<file path="src/logic/offset_pkg.sv">
// How it works
// - Load-select strap picks serial or parallel defaults
// - Serial mode shifts one bit per write edge
// - Full serial sequence is twice offset width
// - Serial offsets commit only after complete sequence
// - Serial enable high blocks serial shifting
// - Paused serial programming resumes at next bit
// - Full flag valid two write edges later
// - No serial readback path exists
// - Parallel writes alternate empty then full offset
// - Master reset homes pointers; partial reset keeps them
// - Load select high diverts writes; pointer kept
// - Parallel write revalidates only that flag
// - Parallel reads alternate empty then full offset
// - Interrupted readback resumes at same pointer
// - Offset read overwrites read data output
// - Readback allowed in both timing modes
// - Retransmit sampled low on read edge
// - Standard mode: empty flag low during setup
// - Fall-through mode: output ready high during setup
// - Half-full updates now, almost-empty two read edges later
// - Almost-full updates two write edges after setup
package offset_pkg;

    // ****************************************
    // Register map
    // ****************************************
    localparam logic [7:0] ADDR_EMPTY_OFS = 8'h00;
    localparam logic [7:0] ADDR_FULL_OFS  = 8'h04;
    localparam logic [7:0] ADDR_STATUS    = 8'h08;

    localparam int ST_SERIAL_MODE = 0;
    localparam int ST_FALL_THRU   = 1;
    localparam int ST_AE_VALID    = 2;
    localparam int ST_AF_VALID    = 3;
    localparam int ST_WR_PTR      = 4;
    localparam int ST_RD_PTR      = 5;
    localparam int ST_RETX_BUSY   = 6;
    localparam int ST_SER_CNT     = 8;

    // ****************************************
    // Reset values and timing
    // ****************************************
    localparam logic [13:0] SERIAL_DEFAULT   = 14'h03FF;
    localparam logic [13:0] PARALLEL_DEFAULT = 14'h007F;
    localparam logic [1:0]  FLAG_EDGES       = 2'h2;

    typedef enum logic [1:0] {
        RT_IDLE  = 2'b01,
        RT_SETUP = 2'b10
    } retx_state_e;

    typedef struct packed {
        logic master_reset_n;
        logic partial_reset_n;
        logic offset_load_select_n;
        logic serial_enable_n;
        logic serial_in;
        logic write_enable_n;
        logic read_enable_n;
        logic retransmit_request_n;
        logic fall_through_mode;
        logic wclk;
        logic rclk;
    } ctrl_pins_s;

endpackage

</file>
<file path="src/logic/offset_ctrl.sv">
// The APB register port and the placing of the registers were decided locally.
`timescale 1ns/100ps
module offset_ctrl
    import offset_pkg::*;
#(
    parameter int OFFSET_W = 13,
    parameter int DATA_W   = 18
)
(
    input  wire logic              pclk,
    input  wire logic              presetn,
    input  wire logic              psel,
    input  wire logic              penable,
    input  wire logic              pwrite,
    input  wire logic [7:0]        paddr,
    input  wire logic [31:0]       pwdata,
    output logic      [31:0]       prdata,
    output logic                   pready,
    output logic                   pslverr,
    input  wire ctrl_pins_s        pins,
    input  wire logic [DATA_W-1:0] write_data_bus,
    output logic      [DATA_W-1:0] read_data_bus,
    output logic                   almost_empty_valid,
    output logic                   almost_full_valid,
    output logic                   empty_flag_n,
    output logic                   output_ready_n,
    output logic                   read_ptr_rewind,
    output logic                   first_word_load,
    output logic                   half_full_update,
    output logic                   almost_empty_update,
    output logic                   almost_full_update
);

    localparam int SER_LEN = 2 * OFFSET_W;
    localparam int CNT_W   = $clog2(SER_LEN + 1);
    localparam logic [CNT_W-1:0] SER_LAST = CNT_W'(SER_LEN - 1);

    // ****************************************
    // Pin decode
    // ****************************************
    logic                wclk_q_reg;
    logic                rclk_q_reg;
    logic                serial_mode_reg;
    logic                fall_thru_reg;
    logic [OFFSET_W-1:0] empty_ofs_reg;
    logic [OFFSET_W-1:0] full_ofs_reg;
    logic [SER_LEN-1:0]  stage_reg;
    logic [CNT_W-1:0]    ser_cnt_reg;
    logic                wr_ptr_reg;
    logic                rd_ptr_reg;
    logic                ae_valid_reg;
    logic                af_valid_reg;
    logic [1:0]          ae_wait_reg;
    logic [1:0]          af_wait_reg;
    logic [1:0]          rt_ae_reg;
    logic [1:0]          rt_af_reg;
    retx_state_e         retx_reg;
    logic                pready_reg;

    wire master_reset      = ~pins.master_reset_n;
    wire partial_reset      = ~pins.partial_reset_n;
    wire w_rise   = pins.wclk & ~wclk_q_reg;
    wire r_rise   = pins.rclk & ~rclk_q_reg;
    wire ld_low   = ~pins.offset_load_select_n;
    // shift only while both selects low; count persists across pauses
    wire ser_shift = ~master_reset & serial_mode_reg & ld_low & ~pins.serial_enable_n & w_rise;
    wire ser_done  = ser_shift & (ser_cnt_reg == SER_LAST);
    // parallel write only with load select low
    wire par_wr   = ~master_reset & ~serial_mode_reg & ld_low & ~pins.write_enable_n & w_rise;
    // parallel readback only, either mode, pointer held while paused
    wire par_rd   = ~master_reset & ld_low & ~pins.read_enable_n & r_rise;
    wire rt_setup = ~master_reset & ~partial_reset & (retx_reg == RT_IDLE) & r_rise & ~pins.retransmit_request_n;
    wire rt_done  = (retx_reg == RT_SETUP) & r_rise;

    wire [SER_LEN-1:0] stage_next = {pins.serial_in, stage_reg[SER_LEN-1:1]};

    // ****************************************
    // APB decode
    // ****************************************
    wire apb_setup = psel & ~penable;
    wire apb_wr    = psel & penable & pwrite & pready_reg;
    wire hit_empty = (paddr == ADDR_EMPTY_OFS);
    wire hit_full  = (paddr == ADDR_FULL_OFS);
    wire hit_stat  = (paddr == ADDR_STATUS);
    wire hit_any   = hit_empty | hit_full | hit_stat;
    wire sw_empty  = apb_wr & hit_empty & ~master_reset;
    wire sw_full   = apb_wr & hit_full & ~master_reset;

    wire wr_empty  = (par_wr & ~wr_ptr_reg) | sw_empty;
    wire wr_full   = (par_wr & wr_ptr_reg) | sw_full;

    wire [31:0] status_word = {
        {(32 - ST_SER_CNT - CNT_W){1'b0}}, ser_cnt_reg, 1'b0,
        retx_reg == RT_SETUP, rd_ptr_reg, wr_ptr_reg, af_valid_reg, ae_valid_reg,
        fall_thru_reg, serial_mode_reg
    };
    wire [31:0] rd_mux = hit_empty ? 32'(empty_ofs_reg) :
                         hit_full  ? 32'(full_ofs_reg)  :
                         hit_stat  ? status_word        : 32'h0000_0000;
    wire [OFFSET_W-1:0] rd_ofs = rd_ptr_reg ? full_ofs_reg : empty_ofs_reg;

    always_ff @(posedge pclk or negedge presetn)
    begin
        if (!presetn)
        begin
            pready_reg <= 1'b0;
            prdata     <= 32'h0000_0000;
            pslverr    <= 1'b0;
        end
        else
        begin
            pready_reg <= apb_setup;
            if (apb_setup)
            begin
                prdata  <= pwrite ? 32'h0000_0000 : rd_mux;
                pslverr <= ~hit_any;
            end
        end
    end
    assign pready = pready_reg;

    // ****************************************
    // Clock edge sampling and straps
    // ****************************************
    always_ff @(posedge pclk or negedge presetn)
    begin
        if (!presetn)
        begin
            wclk_q_reg      <= 1'b0;
            rclk_q_reg      <= 1'b0;
            serial_mode_reg <= 1'b0;
            fall_thru_reg   <= 1'b0;
        end
        else
        begin
            wclk_q_reg <= pins.wclk;
            rclk_q_reg <= pins.rclk;
            if (master_reset)
            begin
                serial_mode_reg <= ld_low ? 1'b0 : 1'b1;
                fall_thru_reg   <= pins.fall_through_mode;
            end
        end
    end

    // ****************************************
    // Offset registers and pointers
    // ****************************************
    always_ff @(posedge pclk or negedge presetn)
    begin
        if (!presetn)
        begin
            empty_ofs_reg <= OFFSET_W'(PARALLEL_DEFAULT);
            full_ofs_reg  <= OFFSET_W'(PARALLEL_DEFAULT);
            stage_reg     <= '0;
            ser_cnt_reg   <= '0;
            wr_ptr_reg    <= 1'b0;
            rd_ptr_reg    <= 1'b0;
        end
        else if (master_reset)
        begin
            empty_ofs_reg <= ld_low ? OFFSET_W'(PARALLEL_DEFAULT) : OFFSET_W'(SERIAL_DEFAULT);
            full_ofs_reg  <= ld_low ? OFFSET_W'(PARALLEL_DEFAULT) : OFFSET_W'(SERIAL_DEFAULT);
            ser_cnt_reg   <= '0;
            wr_ptr_reg    <= 1'b0;
            rd_ptr_reg    <= 1'b0;
        end
        else
        begin
            if (ser_shift)
            begin
                stage_reg   <= stage_next;
                ser_cnt_reg <= ser_done ? '0 : ser_cnt_reg + 1'b1;
            end
            if (ser_done)
            begin
                empty_ofs_reg <= stage_next[OFFSET_W-1:0];
                full_ofs_reg  <= stage_next[SER_LEN-1:OFFSET_W];
            end
            else
            begin
                if (wr_empty)
                    empty_ofs_reg <= sw_empty ? pwdata[OFFSET_W-1:0]
                                              : write_data_bus[OFFSET_W-1:0];
                if (wr_full)
                    full_ofs_reg  <= sw_full ? pwdata[OFFSET_W-1:0]
                                             : write_data_bus[OFFSET_W-1:0];
            end
            if (par_wr)
                wr_ptr_reg <= ~wr_ptr_reg;
            if (par_rd)
                rd_ptr_reg <= ~rd_ptr_reg;
        end
    end

    // ****************************************
    // Partial flag validity
    // ****************************************
    always_ff @(posedge pclk or negedge presetn)
    begin
        if (!presetn)
        begin
            af_valid_reg <= 1'b1;
            af_wait_reg  <= 2'h0;
        end
        else if (master_reset)
        begin
            af_valid_reg <= 1'b1;
            af_wait_reg  <= 2'h0;
        end
        else if (ser_done | wr_full)
        begin
            af_valid_reg <= 1'b0;
            af_wait_reg  <= FLAG_EDGES;
        end
        else if (ser_shift)
        begin
            af_valid_reg <= 1'b0;
            af_wait_reg  <= 2'h0;
        end
        else if (w_rise && af_wait_reg != 2'h0)
        begin
            af_wait_reg <= af_wait_reg - 2'h1;
            if (af_wait_reg == 2'h1)
                af_valid_reg <= 1'b1;
        end
    end

    always_ff @(posedge pclk or negedge presetn)
    begin
        if (!presetn)
        begin
            ae_valid_reg <= 1'b1;
            ae_wait_reg  <= 2'h0;
        end
        else if (master_reset)
        begin
            ae_valid_reg <= 1'b1;
            ae_wait_reg  <= 2'h0;
        end
        else if (ser_done | wr_empty)
        begin
            ae_valid_reg <= 1'b0;
            ae_wait_reg  <= FLAG_EDGES;
        end
        else if (ser_shift)
        begin
            ae_valid_reg <= 1'b0;
            ae_wait_reg  <= 2'h0;
        end
        else if (r_rise && ae_wait_reg != 2'h0)
        begin
            ae_wait_reg <= ae_wait_reg - 2'h1;
            if (ae_wait_reg == 2'h1)
                ae_valid_reg <= 1'b1;
        end
    end

    assign almost_empty_valid = ae_valid_reg;
    assign almost_full_valid  = af_valid_reg;

    // ****************************************
    // Readback output register
    // ****************************************
    always_ff @(posedge pclk or negedge presetn)
    begin
        if (!presetn)
            read_data_bus <= '0;
        else if (master_reset | partial_reset)
            read_data_bus <= '0;
        else if (par_rd)
            read_data_bus <= DATA_W'(rd_ofs);
    end

    // ****************************************
    // Retransmit sequencing
    // ****************************************
    always_ff @(posedge pclk or negedge presetn)
    begin
        if (!presetn)
        begin
            retx_reg        <= RT_IDLE;
            empty_flag_n    <= 1'b0;
            output_ready_n  <= 1'b1;
            read_ptr_rewind <= 1'b0;
            first_word_load <= 1'b0;
        end
        else if (master_reset | partial_reset)
        begin
            retx_reg        <= RT_IDLE;
            empty_flag_n    <= 1'b0;
            output_ready_n  <= 1'b1;
            read_ptr_rewind <= 1'b0;
            first_word_load <= 1'b0;
        end
        else
        begin
            read_ptr_rewind <= rt_setup;
            first_word_load <= rt_done & fall_thru_reg;
            unique case (retx_reg)
                RT_IDLE:
                begin
                    if (rt_setup)
                    begin
                        retx_reg <= RT_SETUP;
                        if (fall_thru_reg)
                            output_ready_n <= 1'b1;
                        else
                            empty_flag_n <= 1'b0;
                    end
                end
                RT_SETUP:
                begin
                    if (rt_done)
                    begin
                        retx_reg <= RT_IDLE;
                        if (fall_thru_reg)
                            output_ready_n <= 1'b0;
                        else
                            empty_flag_n <= 1'b1;
                    end
                end
                default:
                    retx_reg <= RT_IDLE;
            endcase
        end
    end

    // Flag update pulses after a retransmit setup
    always_ff @(posedge pclk or negedge presetn)
    begin
        if (!presetn)
        begin
            rt_ae_reg           <= 2'h0;
            rt_af_reg           <= 2'h0;
            half_full_update    <= 1'b0;
            almost_empty_update <= 1'b0;
            almost_full_update  <= 1'b0;
        end
        else if (master_reset | partial_reset)
        begin
            rt_ae_reg           <= 2'h0;
            rt_af_reg           <= 2'h0;
            half_full_update    <= 1'b0;
            almost_empty_update <= 1'b0;
            almost_full_update  <= 1'b0;
        end
        else
        begin
            half_full_update    <= rt_setup;
            almost_empty_update <= 1'b0;
            almost_full_update  <= 1'b0;
            if (rt_setup)
                rt_ae_reg <= FLAG_EDGES;
            else if (r_rise && rt_ae_reg != 2'h0)
            begin
                rt_ae_reg <= rt_ae_reg - 2'h1;
                almost_empty_update <= (rt_ae_reg == 2'h1);
            end
            if (rt_setup)
                rt_af_reg <= FLAG_EDGES;
            else if (w_rise && rt_af_reg != 2'h0)
            begin
                rt_af_reg <= rt_af_reg - 2'h1;
                almost_full_update <= (rt_af_reg == 2'h1);
            end
        end
    end

    // ****************************************
    // Checks
    // ****************************************
    mode_strap_a: assert property (@(posedge pclk) disable iff (!presetn)
        master_reset |=> serial_mode_reg == !$past(ld_low))
        else $error("load mode strap not captured");

    serial_commit_a: assert property (@(posedge pclk) disable iff (!presetn)
        ser_done |=> ser_cnt_reg == '0 && !af_valid_reg && !ae_valid_reg)
        else $error("serial sequence did not close");

    no_partial_update_a: assert property (@(posedge pclk) disable iff (!presetn)
        (ser_shift && !ser_done && !apb_wr) |=> $stable(empty_ofs_reg) && $stable(full_ofs_reg))
        else $error("offset changed mid serial sequence");

    af_valid_time_a: assert property (@(posedge pclk) disable iff (!presetn)
        ($rose(af_valid_reg) && !$past(master_reset)) |-> $past(w_rise) && $past(af_wait_reg) == 2'h1)
        else $error("almost full validity timing wrong");

    serial_idle_a: assert property (@(posedge pclk) disable iff (!presetn)
        (serial_mode_reg && ld_low && pins.serial_enable_n && !master_reset && !apb_wr)
        |=> $stable(empty_ofs_reg) && $stable(full_ofs_reg) && $stable(ser_cnt_reg))
        else $error("serial write while serial enable high");

    write_ptr_step_a: assert property (@(posedge pclk) disable iff (!presetn)
        par_wr |=> wr_ptr_reg != $past(wr_ptr_reg))
        else $error("write offset pointer did not advance");

    readback_data_a: assert property (@(posedge pclk) disable iff (!presetn)
        par_rd |=> read_data_bus == DATA_W'($past(rd_ofs)) && rd_ptr_reg != $past(rd_ptr_reg))
        else $error("offset readback wrong");

    ptr_home_a: assert property (@(posedge pclk) disable iff (!presetn)
        master_reset |=> !wr_ptr_reg && !rd_ptr_reg)
        else $error("pointers not homed by master reset");

    retx_start_a: assert property (@(posedge pclk) disable iff (!presetn)
        rt_setup |=> retx_reg == RT_SETUP && half_full_update && read_ptr_rewind)
        else $error("retransmit setup not started");

    retx_empty_a: assert property (@(posedge pclk) disable iff (!presetn)
        (retx_reg == RT_SETUP && !fall_thru_reg) |-> !empty_flag_n)
        else $error("empty flag high during setup");

endmodule

</file>
<file path="config.mk">
export PLATFORM = sky130hd
export DESIGN_NAME = offset_ctrl
export DESIGN_NICKNAME = d
export VERILOG_FILES = /design/src/logic/offset_pkg.sv /design/src/logic/offset_ctrl.sv
export SDC_FILE = /design/constraint.sdc
export NUM_CORES = 1
export LEC_CHECK = 0
export BUFFER_PORTS_ARGS = -buffer_cell sky130_fd_sc_hd__buf_2
export CORE_MARGIN = 3
export CORE_UTILIZATION = 59
export CTS_CLUSTER_DIAMETER = 80
export DETAILED_ROUTE_END_ITERATION = 7
export PLACE_DENSITY = 0.92
export SYNTH_ARGS = -nofsm -noshare
export SYNTH_HDL_FRONTEND = slang
export SYNTH_SLANG_ARGS = --single-unit
</file>
<file path="constraint.sdc">
create_clock -name pclk -period 3.6 [get_ports pclk]
set_input_delay 0 -clock pclk [delete_from_list [all_inputs] [get_ports pclk]]
set_output_delay 0 -clock pclk [all_outputs]
set_load 0.02 [all_outputs]
</file>
==> flow_summary.json <==
{
  "ys_seq_area_share_pct": 46.89,
  "synth_top_family_by_area": "simple AND/OR/NAND/NOR gates",
  "synthMuxAreaShare_pct": 4.241,
  "worst_pin_slew_ns": 1.114,
  "yosysUniqueCellTypes": 57,
  "setup_tns_ns": 0,
  "fin_util_pct": 70.47,
  "critPathRequiredTime_ns": 3.88,
  "antenna_found_initial": 0,
  "synthArstFlopShare_pct": 100.0,
  "syn_inst": 642,
  "p_leak_nw": 3.184,
  "die_area_mm2": 0.01108,
  "syn_avg_cell_area_um2": 9.053,
  "setup.worst_path.end_class": "flop",
  "cts_setup_buffers": 0,
  "slowest_delay_ns": 0.69,
  "p_comb_share_pct": 10.7,
  "p_sw_uw": 647.9,
  "cts.sinks": 108,
  "synth_ff_type": "dfrtp_1",
  "synthXorXnorAreaFrac_pct": 0.7535,
  "p_sw_share_pct": 27.64,
  "synth.most_common_cell": "nand2_1",
  "viasPerCell": 6.424,
  "finalClockSkew_ns": 0.01561,
  "synth-edff-count": 0,
  "path_class": "reg2reg",
  "hpwl_mm": 11.50,
  "worstPathMaxFanout": 13,
  "synthSimpleGateAreaFrac_pct": 21.40,
  "io_pins": 135,
  "syn_to_final_growth_pct": 14.17,
  "path_common_cell": "o31ai_1",
  "outcome": "complete, no violations",
  "synth_compound_gate_area_share_pct": 16.17,
  "cp.buffers_inverters": 1,
  "slew_headroom_pct": 25.75,
  "start_kind": "flop",
  "path_cells": "or4b_4 > o31ai_1 > buf_4 > nor3_1 > o31ai_1",
  "grt_overflow": 0,
  "rows": 35,
  "yosys-top-cells-area": "dfrtp_1, dfstp_2, nand2_1, a21oi_1, mux2i_1",
  "htree_levels": 3,
  "drive_above_1_share_pct": 18.88,
  "postLayoutCellArea_mm2": 0.006635,
  "rsz0062_at_grt": "false",
  "clockBufferDepth": 2,
  "grt_max_degree": 87,
  "drt_iter0_markers": 756,
  "vias": 5525,
  "drt-total-wl_mm": 16.88,
  "hold_depth": 3,
  "rr_worst_depth": 5,
  "fin_crit_ns": 2.621,
  "synth_area_leader_cell": "dfrtp_1",
  "clockPowerShare_pct": 34.3,
  "wl_per_cell_um": 19.62,
  "largest_register_ffs": 25,
  "synth.top_cells.by_count": "nand2_1, dfrtp_1, a21oi_1, nor2_1, clkbuf_1",
  "cpMaxStageDelayCell": "or4b_4",
  "drt_first_pass_iters": 5,
  "start_util_pct": 61.73,
  "cts_tree": "built",
  "clockRootBuffer": "clkbuf_8",
  "hold_path_class": "in2reg",
  "arrival_ns": 2.90,
  "synth_top_area_share_pct": 38.75,
  "total_power_mw": 2.344,
  "instances_no_fill": 860,
  "cts-buffers-inserted": 9,
  "drc_errors": 0,
  "die_x_um": 105.3,
  "synthAdderAreaFrac_pct": 2.583,
  "ir_drop_mv": 0.1868,
  "fmax_mhz": 381.5,
  "grt_pass1_vias": 5452,
  "fin_crit_sh_pct": 72.81,
  "n_fill_cell": 716,
  "core_mm2": 0.009415,
  "netlist_area_mm2": 0.005812,
  "setup_viol": 0,
  "ant_nets": 0,
  "insertion_delay_ns": 0.39,
  "die_h_um": 105.3,
  "drv_slew": 0,
  "post-place-cells": 822,
  "io_buffers": 86,
  "seq_power_share_pct": 54.9,
  "power_density_mw_per_mm2": 353.3,
  "cp_top_family": "compound AO/OA/AOI/OAI gates",
  "p_int_mw": 1.696,
  "n_antenna_cell": 0,
  "place_area_mm2": 0.006200,
  "grt_usage_pct": 30.81,
  "grt_pass1_wl_mm": 27.30,
  "final-hold-violation-count": 0,
  "ys_ff_latch": 108,
  "clkTransAtPathRegs_ns": 0.11,
  "ys_warn_count": 0,
  "max_cap_violations": 0,
  "gp_congestion": 0.9766,
  "path_depth": 5,
  "final_nets": 812
}
## layer usage
layer	part of all wire, %	GRT usage (%)	up-vias
li1	-	-	2370
met1	38	40.38	2652
met2	46	47.77	426
met3	12	8.328	77
met4	3.8	14.34	0
met5	0	0	-
## power by group through the flow
stage / clock, mW / combinational [mW] / sequential [mW]
finish: 0.805 / 0.252 / 1.29
floorplan: 0 / 0.149 / 1.30
CTS: 0.806 / 0.247 / 1.29
global placement: 0 / 0.217 / 1.31
global route: 0.856 / 0.277 / 1.29
detailed placement: 0 / 0.227 / 1.31
## worst register-to-register path: stages, from the launching register on
cell and delay [ns]:
dfrtp_1 0.49, or4b_4 0.69, o31ai_1 0.63, buf_4 0.29, nor3_1 0.08, o31ai_1 0.35
## cell type report
| class | instances | area, um2 | area share (%) |
|---|---|---|---|
| multi-input cells | 463 | 2719 | 40.98 |
| clock buffers | 10 | 137.6 | 2.074 |
| clock inverters | 6 | 77.57 | 1.169 |
| flip-flops and latches | 108 | 2725 | 41.07 |
| inverters | 29 | 108.9 | 1.641 |
| well taps | 129 | 161.4 | 2.433 |
| repair buffers | 115 | 705.7 | 10.64 |
## logic make-up after synthesis
family	count (synthesis)
xor gates and xnor gates	5
buffers and inverters	94
AOI/OAI and AO/OA	141
adders and majority gates	12
other	1
DFF	108
and+or+nand+nor	257
muxes	24
## metrics by stage
stage	worst slack (ns)	hold WS [ns]
2_1_floorplan	1.557	-0.2956
3_3_place_gp	1.209	0.1235
3_5_place_dp	1.159	0.1299
4_1_cts	1.105	0.002037
5_1_grt	0.9904	0.03095
6_report	0.9790	0.01297
## final timing paths
check,from,slack (ns),end
worst max-delay path,serial_mode_reg$_DFFE_PN0N_,0.98,empty_ofs_reg[3]$_DFFE_PN1P_
worst min-delay path,pwdata[8],0.01,empty_ofs_reg[8]$_DFFE_PN0P_
worst max register to register,serial_mode_reg$_DFFE_PN0N_,0.98,empty_ofs_reg[3]$_DFFE_PN1P_
worst min register to register,prdata[1]$_DFFE_PN0P_,0.50,prdata[1]$_DFFE_PN0P_
max in group asynchronous,presetn,2.27,full_ofs_reg[0]$_DFFE_PN1P_
min in group asynchronous,presetn,0.35,prdata[2]$_DFFE_PN0P_
## cells in the final DEF (no fill, tap or decap), drive strengths merged, types with 18 or more instances in the layout
cell / n
a21oi: 44
buf: 93
conb: 24
dfrtp: 90
dfstp: 18
dlygate4sd3: 22
inv: 33
mux2i: 19
nand2: 110
nor2: 44
nor3: 31
o21ai: 24
## what timing repair did
item	4_1_cts	5_1_grt
gates resized for setup	0	0
endpoints found under the hold margin	93	0
setup endpoints to repair	0	0
hold buffers	22	0
Note: power is estimated with default switching activity, not from simulation.
